## src/common/fog_defines.svh

```systemverilog
`ifndef FOG_DEFINES_SVH
`define FOG_DEFINES_SVH

// Register byte offsets
`define FOG_OFS_CTRL 5'h00
`define FOG_OFS_DUTY 5'h04
`define FOG_OFS_STAT 5'h08
`define FOG_OFS_CLR 5'h0c
`define FOG_OFS_EN 5'h10
`define FOG_OFS_LVL 5'h14

// Control register fields
`define FOG_CTRL_P2_LSB 0
`define FOG_CTRL_P3_LSB 3
`define FOG_CTRL_FO_ON 6
`define FOG_CTRL_W 7

// Reset values
`define FOG_CTRL_RST 7'h00
`define FOG_DUTY_RST 2'h0
`define FOG_STAT_RST 2'h0

// Timing
`define FOG_CLK_MHZ 10
`define FOG_BLINK_PERIOD_US 800000
`define FOG_PWM_PERIOD_US 10000
`define FOG_TEST_FILT_US 64
`define FOG_BLINK_CYC (`FOG_BLINK_PERIOD_US * `FOG_CLK_MHZ)
`define FOG_PWM_CYC (`FOG_PWM_PERIOD_US * `FOG_CLK_MHZ)
`define FOG_FILT_CYC (`FOG_TEST_FILT_US * `FOG_CLK_MHZ)
`define FOG_BLINK_W 23
`define FOG_PWM_W 17
`define FOG_FILT_W 10

`endif

```

## src/common/fog_pkg.sv

```systemverilog
package fog_pkg;

    typedef enum logic [2:0] {
        FOG_MODE_INIT = 3'h0,
        FOG_MODE_NORMAL = 3'h1,
        FOG_MODE_STOP = 3'h3,
        FOG_MODE_SLEEP = 3'h2,
        FOG_MODE_RESTART = 3'h6,
        FOG_MODE_FAILSAFE = 3'h7
    } fog_mode_e;

    typedef enum logic [2:0] {
        FOG_ROLE_FO = 3'h0,
        FOG_ROLE_OFF = 3'h1,
        FOG_ROLE_WAKE = 3'h2,
        FOG_ROLE_LS = 3'h3,
        FOG_ROLE_HS = 3'h4
    } fog_role_e;

endpackage : fog_pkg

```

## src/rtl/fog_fail_gpio.sv

```systemverilog
// The implementer's own choices: the register addresses and the Avalon-MM interface to the registers.
`timescale 1ns/10ps
`include "fog_defines.svh"

// Summary of operation
// - Both pins default to fail output role
// - Role per pin from writable control register
// - Wake role detects edges, latches status
// - Switches current limited in pad, no flags
// - First pin level reported in normal and stop, in wake or switch role
// - Second pin level bit is test level
// - Role writes only in normal mode
// - Wake capable in restart, off in failsafe
// - Switches off in restart and failsafe
// - Active fail output survives restart, config kept
// - Blink output 1.25 Hz, 50 percent
// - Pulsed output 100 Hz, duty adjustable
// - Test input filtered for 64 us
// - Three fail outputs assert together
// - Duty select 20, 10, 5, 2.5 percent
module fog_fail_gpio #(
    parameter int BLINK_CYC = `FOG_BLINK_CYC,
    parameter int PWM_CYC = `FOG_PWM_CYC
) (
    input wire logic MCLK,
    input wire logic NRST,
    input wire logic [4:0] AVS_ADDRESS,
    input wire logic [3:0] AVS_BYTEENABLE,
    input wire logic AVS_READ,
    input wire logic AVS_WRITE,
    input wire logic [31:0] AVS_WRITEDATA,
    output logic [31:0] AVS_READDATA,
    output logic AVS_WAITREQUEST,
    input wire fog_pkg::fog_mode_e SBC_MODE,
    input wire logic FAIL_IN,
    output logic STATIC_FAIL_PIN_O,
    output logic STATIC_FAIL_PIN_OE_N,
    input wire logic BLINK_FAIL_PIN_I,
    output logic BLINK_FAIL_PIN_O,
    output logic BLINK_FAIL_PIN_OE_N,
    input wire logic PULSED_FAIL_TEST_PIN_I,
    output logic PULSED_FAIL_TEST_PIN_O,
    output logic PULSED_FAIL_TEST_PIN_OE_N,
    output logic TEST_LEVEL,
    output logic IRQ
);

    localparam int BLINK_HALF = BLINK_CYC / 2;

    // Drive for one shared pin: {oe_n, out}
    function automatic logic [1:0] pin_drive(
        input fog_pkg::fog_role_e role,
        input fog_pkg::fog_mode_e mode,
        input logic fail_low
    );
        logic sw_on;
        sw_on = (mode == fog_pkg::FOG_MODE_NORMAL) || (mode == fog_pkg::FOG_MODE_STOP)
            || (mode == fog_pkg::FOG_MODE_SLEEP);
        pin_drive = 2'h2;
        case (role)
            fog_pkg::FOG_ROLE_FO: pin_drive = {~fail_low, 1'b0};
            fog_pkg::FOG_ROLE_LS: pin_drive = {~sw_on, 1'b0};
            fog_pkg::FOG_ROLE_HS: pin_drive = {~sw_on, sw_on};
            default: pin_drive = 2'h2;
        endcase
    endfunction : pin_drive

    function automatic logic wake_cap(
        input fog_pkg::fog_role_e role,
        input fog_pkg::fog_mode_e mode
    );
        wake_cap = (role == fog_pkg::FOG_ROLE_WAKE) && (mode != fog_pkg::FOG_MODE_FAILSAFE)
            && (mode != fog_pkg::FOG_MODE_INIT);
    endfunction : wake_cap

    function automatic logic gp_role(input fog_pkg::fog_role_e role);
        gp_role = (role == fog_pkg::FOG_ROLE_WAKE) || (role == fog_pkg::FOG_ROLE_LS)
            || (role == fog_pkg::FOG_ROLE_HS);
    endfunction : gp_role

    logic [`FOG_CTRL_W-1:0] ctrl;
    logic [1:0] duty;
    logic [1:0] stat;
    logic [1:0] en;
    logic [1:0] lvl;
    logic ack;
    logic fail_q;
    logic [`FOG_BLINK_W-1:0] blink_cnt;
    logic [`FOG_PWM_W-1:0] pwm_cnt;
    logic [`FOG_FILT_W-1:0] filt_cnt;
    logic test_flt;
    logic p2_q;
    logic p3_q;

    // Bus decode
    wire req = AVS_READ | AVS_WRITE;
    wire wr_en = AVS_WRITE & ack & AVS_BYTEENABLE[0];
    wire sel_ctrl = AVS_ADDRESS == `FOG_OFS_CTRL;
    wire sel_duty = AVS_ADDRESS == `FOG_OFS_DUTY;
    wire sel_stat = AVS_ADDRESS == `FOG_OFS_STAT;
    wire sel_clr = AVS_ADDRESS == `FOG_OFS_CLR;
    wire sel_en = AVS_ADDRESS == `FOG_OFS_EN;
    wire sel_lvl = AVS_ADDRESS == `FOG_OFS_LVL;
    wire is_normal = SBC_MODE == fog_pkg::FOG_MODE_NORMAL;
    wire cfg_wr = wr_en & is_normal;
    wire [31:0] rd_mux =
        sel_ctrl ? {25'h0, ctrl} :
        sel_duty ? {30'h0, duty} :
        sel_stat ? {30'h0, stat} :
        sel_en ? {30'h0, en} :
        sel_lvl ? {30'h0, lvl} :
        32'h0;

    assign AVS_WAITREQUEST = req & ~ack;

    // Role fields
    wire fog_pkg::fog_role_e role2 =
        fog_pkg::fog_role_e'(ctrl[`FOG_CTRL_P2_LSB +: 3]);
    wire fog_pkg::fog_role_e role3 =
        fog_pkg::fog_role_e'(ctrl[`FOG_CTRL_P3_LSB +: 3]);
    wire fo_on = ctrl[`FOG_CTRL_FO_ON];

    // Fail waveforms; active phase comes first
    wire fail_on = FAIL_IN | fo_on;
    wire fail_rise = fail_on & ~fail_q;
    wire [`FOG_PWM_W-1:0] pwm_on =
        (duty == 2'h0) ? `FOG_PWM_W'(PWM_CYC / 5) :
        (duty == 2'h1) ? `FOG_PWM_W'(PWM_CYC / 10) :
        (duty == 2'h2) ? `FOG_PWM_W'(PWM_CYC / 20) :
        `FOG_PWM_W'(PWM_CYC / 40);
    wire blink_low = fail_on & (blink_cnt < `FOG_BLINK_W'(BLINK_HALF));
    wire pwm_low = fail_on & (pwm_cnt < pwm_on);
    wire blink_end = blink_cnt == `FOG_BLINK_W'(BLINK_CYC - 1);
    wire pwm_end = pwm_cnt == `FOG_PWM_W'(PWM_CYC - 1);

    wire [1:0] drv2 = pin_drive(role2, SBC_MODE, blink_low);
    wire [1:0] drv3 = pin_drive(role3, SBC_MODE, pwm_low);

    // Levels and wake events
    wire lvl3_raw = PULSED_FAIL_TEST_PIN_I;
    wire filt_hit = filt_cnt == `FOG_FILT_W'(`FOG_FILT_CYC - 1);
    wire p2_lvl = BLINK_FAIL_PIN_I;
    wire wake2 = wake_cap(role2, SBC_MODE) & (p2_lvl != p2_q);
    wire wake3 = wake_cap(role3, SBC_MODE) & (test_flt != p3_q);
    wire show_lvl = is_normal | (SBC_MODE == fog_pkg::FOG_MODE_STOP);
    wire lvl2_upd = show_lvl & gp_role(role2);
    wire [1:0] clr_bits = (AVS_WRITE & ack & sel_clr & AVS_BYTEENABLE[0]) ? AVS_WRITEDATA[1:0] : 2'h0;
    wire [1:0] next_stat = (stat & ~clr_bits) | {wake3, wake2};

    always_ff @(posedge MCLK) begin
        if (!NRST) begin
            ack <= 1'b0;
            AVS_READDATA <= 32'h0;
        end else begin
            ack <= req & ~ack;
            if (req & ~ack) begin
                AVS_READDATA <= AVS_READ ? rd_mux : 32'h0;
            end
        end
    end

    always_ff @(posedge MCLK) begin
        if (!NRST) begin
            ctrl <= `FOG_CTRL_RST;
            duty <= `FOG_DUTY_RST;
            en <= 2'h0;
        end else begin
            if (cfg_wr & sel_ctrl) begin
                ctrl <= AVS_WRITEDATA[`FOG_CTRL_W-1:0];
            end
            if (cfg_wr & sel_duty) begin
                duty <= AVS_WRITEDATA[1:0];
            end
            if (wr_en & sel_en) begin
                en <= AVS_WRITEDATA[1:0];
            end
        end
    end

    always_ff @(posedge MCLK) begin
        if (!NRST) begin
            stat <= `FOG_STAT_RST;
            IRQ <= 1'b0;
        end else begin
            stat <= next_stat;
            IRQ <= |(next_stat & en);
        end
    end

    // Test input filter
    always_ff @(posedge MCLK) begin
        if (!NRST) begin
            filt_cnt <= '0;
            test_flt <= 1'b1;
        end else if (lvl3_raw == test_flt) begin
            filt_cnt <= '0;
        end else if (filt_hit) begin
            filt_cnt <= '0;
            test_flt <= lvl3_raw;
        end else begin
            filt_cnt <= filt_cnt + 1'b1;
        end
    end

    always_ff @(posedge MCLK) begin
        if (!NRST) begin
            p2_q <= 1'b1;
            p3_q <= 1'b1;
            lvl <= 2'h2;
        end else begin
            p2_q <= p2_lvl;
            p3_q <= test_flt;
            lvl[1] <= test_flt;
            if (lvl2_upd) begin
                lvl[0] <= p2_lvl;
            end
        end
    end

    always_ff @(posedge MCLK) begin
        if (!NRST) begin
            fail_q <= 1'b0;
            blink_cnt <= '0;
            pwm_cnt <= '0;
        end else begin
            fail_q <= fail_on;
            if (!fail_on || fail_rise || blink_end) begin
                blink_cnt <= '0;
            end else begin
                blink_cnt <= blink_cnt + 1'b1;
            end
            if (!fail_on || fail_rise || pwm_end) begin
                pwm_cnt <= '0;
            end else begin
                pwm_cnt <= pwm_cnt + 1'b1;
            end
        end
    end

    // Pin drivers, open drain for fail role
    always_ff @(posedge MCLK) begin
        if (!NRST) begin
            STATIC_FAIL_PIN_O <= 1'b0;
            STATIC_FAIL_PIN_OE_N <= 1'b1;
            BLINK_FAIL_PIN_O <= 1'b0;
            BLINK_FAIL_PIN_OE_N <= 1'b1;
            PULSED_FAIL_TEST_PIN_O <= 1'b0;
            PULSED_FAIL_TEST_PIN_OE_N <= 1'b1;
            TEST_LEVEL <= 1'b1;
        end else begin
            STATIC_FAIL_PIN_O <= 1'b0;
            STATIC_FAIL_PIN_OE_N <= ~fail_on;
            BLINK_FAIL_PIN_O <= drv2[0];
            BLINK_FAIL_PIN_OE_N <= drv2[1];
            PULSED_FAIL_TEST_PIN_O <= drv3[0];
            PULSED_FAIL_TEST_PIN_OE_N <= drv3[1];
            TEST_LEVEL <= test_flt;
        end
    end

    AST_RESET_ROLE: assert property (@(posedge MCLK) !NRST |=> ctrl == `FOG_CTRL_RST && duty == 2'h0)
        else $error("roles not fail output after reset");

    AST_CFG_FIXED: assert property (@(posedge MCLK) disable iff (!NRST)
        !is_normal |=> $stable(ctrl) && $stable(duty))
        else $error("config changed outside normal mode");

    AST_CFG_WRITE: assert property (@(posedge MCLK) disable iff (!NRST)
        cfg_wr && sel_ctrl |=> ctrl == $past(AVS_WRITEDATA[`FOG_CTRL_W-1:0]))
        else $error("control write lost");

    AST_WAKE_LATCH: assert property (@(posedge MCLK) disable iff (!NRST)
        (wake2 || wake3) |=> (stat & $past({wake3, wake2})) == $past({wake3, wake2}))
        else $error("wake event not latched");

    AST_WAKE_FS: assert property (@(posedge MCLK) disable iff (!NRST)
        SBC_MODE == fog_pkg::FOG_MODE_FAILSAFE |-> !wake2 && !wake3)
        else $error("wake in failsafe");

    AST_SW_OFF: assert property (@(posedge MCLK) disable iff (!NRST)
        (SBC_MODE == fog_pkg::FOG_MODE_RESTART || SBC_MODE == fog_pkg::FOG_MODE_FAILSAFE)
        && (role2 == fog_pkg::FOG_ROLE_LS || role2 == fog_pkg::FOG_ROLE_HS) |=> BLINK_FAIL_PIN_OE_N)
        else $error("switch driven in restart or failsafe");

    AST_FO_TOGETHER: assert property (@(posedge MCLK) disable iff (!NRST)
        fail_rise && role2 == fog_pkg::FOG_ROLE_FO && role3 == fog_pkg::FOG_ROLE_FO
        |=> !STATIC_FAIL_PIN_OE_N && !BLINK_FAIL_PIN_OE_N && !PULSED_FAIL_TEST_PIN_OE_N)
        else $error("fail outputs not asserted together");

    AST_PHASE_RESTART: assert property (@(posedge MCLK) disable iff (!NRST)
        fail_rise |=> blink_cnt == '0 && pwm_cnt == '0)
        else $error("waveform not restarted");

    AST_BLINK_HALF: assert property (@(posedge MCLK) disable iff (!NRST)
        fail_on && role2 == fog_pkg::FOG_ROLE_FO && blink_cnt == `FOG_BLINK_W'(BLINK_HALF - 1)
        |=> !BLINK_FAIL_PIN_OE_N ##1 BLINK_FAIL_PIN_OE_N)
        else $error("blink duty wrong");

    AST_PWM_DUTY: assert property (@(posedge MCLK) disable iff (!NRST)
        fail_on && duty == 2'h0 && pwm_cnt == `FOG_PWM_W'(PWM_CYC / 5 - 1) |-> pwm_low ##1 !pwm_low)
        else $error("pulsed duty wrong");

    AST_FILT: assert property (@(posedge MCLK) disable iff (!NRST)
        test_flt != $past(test_flt) |-> $past(filt_cnt) == `FOG_FILT_W'(`FOG_FILT_CYC - 1))
        else $error("test level accepted before filter time");

    AST_LVL_SHOW: assert property (@(posedge MCLK) disable iff (!NRST)
        lvl2_upd |=> lvl[0] == $past(p2_lvl) && lvl[1] == $past(test_flt))
        else $error("level status not updated");

endmodule : fog_fail_gpio

```

## config.mk

```make
export PLATFORM = sky130hd
export DESIGN_NAME = fog_fail_gpio
export DESIGN_NICKNAME = d
export VERILOG_FILES = /design/src/common/fog_pkg.sv /design/src/rtl/fog_fail_gpio.sv
export VERILOG_INCLUDE_DIRS = /design/src /design/src/common
export SDC_FILE = /design/constraint.sdc
export NUM_CORES = 1
export LEC_CHECK = 0
export BUFFER_PORTS_ARGS = -buffer_cell sky130_fd_sc_hd__buf_4
export CORE_UTILIZATION = 45
export CTS_BUF_LIST = sky130_fd_sc_hd__clkbuf_8
export DETAILED_ROUTE_END_ITERATION = 7
export PLACE_DENSITY = 0.68
export REMOVE_ABC_BUFFERS = 1
export SLEW_MARGIN = 20
export SYNTH_ARGS = -nofsm -noshare
export SYNTH_HDL_FRONTEND = slang
export SYNTH_SLANG_ARGS = --single-unit
```

## constraint.sdc

```tcl
create_clock -name MCLK -period 2.95 [get_ports MCLK]
set_input_delay 0.59 -clock MCLK [delete_from_list [all_inputs] [get_ports MCLK]]
set_output_delay 0.59 -clock MCLK [all_outputs]
set_load 0.005 [all_outputs]
```

==> impl_results.md <==
- Grt ovf: 0
- Min-delay worst type: in2reg
- FP Rows: 34
- Post-DP HPWL: 5.80 mm
- Drt first pass iters: 4
- Total power: 2150 µW
- DRC errors left: 0
- Data arrival, critical path: 2.66 ns
- Starting density of the core: 0.466
- CTS Buffer Depth: 2
- Vias per std cell: 5.14
- Slowest cell delay on critical path: 0.40 ns
- Synth Area in Compound Gates: 0.0603
- Sequential cell area fraction in the yosys report: 0.404
- # IOs: 92
- Clock transition at the registers of the reported paths: 0.08 ns
- Area taken by multi-input logic gates: 2210 µm²
- Area grow syn2layout: 12.4%
- Worst hold slack: 0.458 ns
- Slew Viols, Final: 0
- Post-cts sizing count: 0
- Placer Congestion: 0.865
- Die Y: 97.1 µm
- Mapped cell area: 4070 µm²
- Setup-failing EPs final: 0
- CTS Sinks: 82
- Synth Flop Type: dfxtp_1
- Vias in the first global route: 2950
- Synthesized flop and latch total: 82
- Worst path top cell family by delay: compound AO/OA/AOI/OAI gates
- Clock skew: 0.0109 ns
- EDFF count, synth: 0
- RSZ-0062 raised after global routing: no
- Critical path, cell by cell: inv_1 -> ha_1 -> or2_2 -> ha_1 -> a21o_1 -> a21oi_1 -> o41ai_1 -> o2111a_1 -> a311o_1
- Worst Tran Pin Value: 0.870 ns
- Post-Synth XOR/XNOR Area: 0.101
- Pwr per Cell Area: 471 nW/µm²
- Final hold viol count: 0
- Largest net degree at the start of global routing: 22
- Register area: 1640 µm²
- Worst path bufs/invs: 1
- Routed wire per std cell: 12.6 µm
- # diodes: 0
- First-pass GRT wire length: 13.5 mm
- CP Capture Type: flop
- Antenna-violating nets left: 0
- CP required: 3.18 ns
- Synth cell types: 47
- Highest-delay cell along the critical path: dfxtp_1
- Die Wd: 97.1 µm
- Top cells by area, synth: dfxtp_1 (40%), nor2_1 (8.2%), xor2_1 (6.2%), ha_1 (5.8%), buf_4 (4.8%)
- Initial antenna violation count: 0
- Async set-reset flop share out of synthesis: 0
- Setup CP Type: reg2reg
- Syn Area/Cell: 8.71 µm²
- Routed vias: 3178
- CP dominant cell by count: ha_1
- Placement Setup Slack: 0.548 ns
- Period utilization: 0.822
- Post-synth top area share: 0.404
- Fmax: 412 MHz
- Share of cells above drive strength 1: 0.120
- VDD IR max: 0.236 mV
- Final min period: 2.43 ns
- Critical path fanouts, max: 5
- GRT Total Usage: 0.173
- Postcts setup bufs: 0
- Largest family of logic cells by synthesized area: simple AND/OR/NAND/NOR gates
- Status: complete, no violations
- Top post-synthesis cells by count: nor2_1 (89), dfxtp_1 (82), nand3_1 (32)
- Synth Area in Simple Gates: 0.262
- Area leader, netlist: dfxtp_1
- Synthesis Warnings: 0
- CP Launch Type: flop
- Filler Cells Inserted: 824
- Port bufs: 37
- Worst setup margin: 0.524 ns
- Adder-cell share of the synthesized area: 0.0584
- Clk root buf: clkbuf_8
- Worst skew pair latency: 0.35 ns
- Layout Nets: 576
- Slew HR: 0.415
- Setup tns final: 0 ns
- CTS H-tree depth: 3
- P_leak: 0.00174 µW
- Core area: 8720 µm²
- Mapped Cells: 467
- Area after DPL: 4340 µm²
- Inserted Clock Buffers: 9
- CTS Hold Bufs: 0
- Max-Cap Viols: 0
- Die ar.: 9420 µm²
- TritonCTS clock tree: yes
- Routed wire length: 7.81 mm
- Top-count cell post-synth: nor2_1
- 1st-iter DRT viols: 151
- Final instance area: 4570 µm²
- Mux cell area share after synthesis: 0.0369
==> stage by stage <==
step | cells | util
finish | 618 | 0.524
global route | 618 | 0.524
CTS | 618 | 0.524
detailed placement | 603 | 0.498
global placement | 603 | 0.498
floorplan | 456 | -
==> flip-flops by register name, indices dropped and copies added, names as in the netlist, 2 cells and up <==
register,count
blink_cnt,23
ctrl,7
duty,2
pwm_cnt,17
AVS_READDATA,7
filt_cnt,10
en,2
stat,2
==> placed cells by master (no fill, tap or decap), types with 3 or more instances in the layout <==
cell,instances
and4_1,4
xnor2_1,18
nand4_1,13
conb_1,26
or4_1,3
inv_1,18
a22oi_1,5
nand2b_1,8
ha_1,19
buf_4,39
nor2_1,89
nand3_1,32
and3_1,6
nor4_1,8
xor2_1,29
mux2i_1,15
bufinv_16,3
dfxtp_1,82
o21ai_0,6
nand2_1,24
clkbuf_8,9
a21oi_1,9
nor3_1,7
==> routing by layer <==
metal | part of all wire | up-vias | track usage
li1 | - | 1629 | -
met1 | 0.47 | 1479 | 0.224
met2 | 0.48 | 61 | 0.285
met3 | 0.043 | 9 | 0.0345
met4 | 0.014 | 0 | 0.0654
met5 | 0 | - | 0
==> area by class of cell <==
class,count,share of cell area
Inverter,17,0.0140
Tap cell,108,0.0295
Multi-Input combinational cell,357,0.483
Clock inverter,6,0.0235
Timing Repair Buffer,39,0.0640
Sequential cell,82,0.359
Clock buffer,9,0.0271
==> cell families (layout without fill, tap and decap cells) <==
family | after synthesis | after routing
adder cells (fa/ha/maj) | 19 | 19
multiplexers | 15 | 15
AND/OR/NAND/NOR | 214 | 214
buffers and inverters | 53 | 71
other | 1 | 26
AO/OA/AOI/OAI | 36 | 36
XOR/XNOR | 47 | 47
flip-flops | 82 | 82
==> worst register-to-register path, delay by kind of cell (launching register included) <==
| family | cells | cell delay (ns) |
|---|---|---|
| AND/OR/NAND/NOR | 1 | 0.32 |
| flip-flops | 1 | 0.40 |
| adder cells (fa/ha/maj) | 2 | 0.50 |
| buffers and inverters | 1 | 0.11 |
| AO/OA/AOI/OAI | 5 | 0.98 |
==> power breakdown <==
part           internal, µW  switching, µW
Clock                   555            389
Combinational          38.4           52.4
Sequential             1110           4.99
Total                  1710            446
==> path summary, 6_finish.rpt <==
kind                                            start                              endpoint  slack, ns  cells past startpoint
worst max-delay path             duty[1]$_SDFFE_PN0P_  PULSED_FAIL_TEST_PIN_OE_N$_SDFF_PN1_       0.52                      9
worst min-delay path                 BLINK_FAIL_PIN_I                       p2_q$_SDFF_PN1_       0.46                      2
worst max register to register   duty[1]$_SDFFE_PN0P_  PULSED_FAIL_TEST_PIN_OE_N$_SDFF_PN1_       0.52                      9
worst min register to register  pwm_cnt[0]$_SDFF_PP0_                 pwm_cnt[0]$_SDFF_PP0_       0.46                      1
Note: power is estimated with default switching activity, not from simulation.
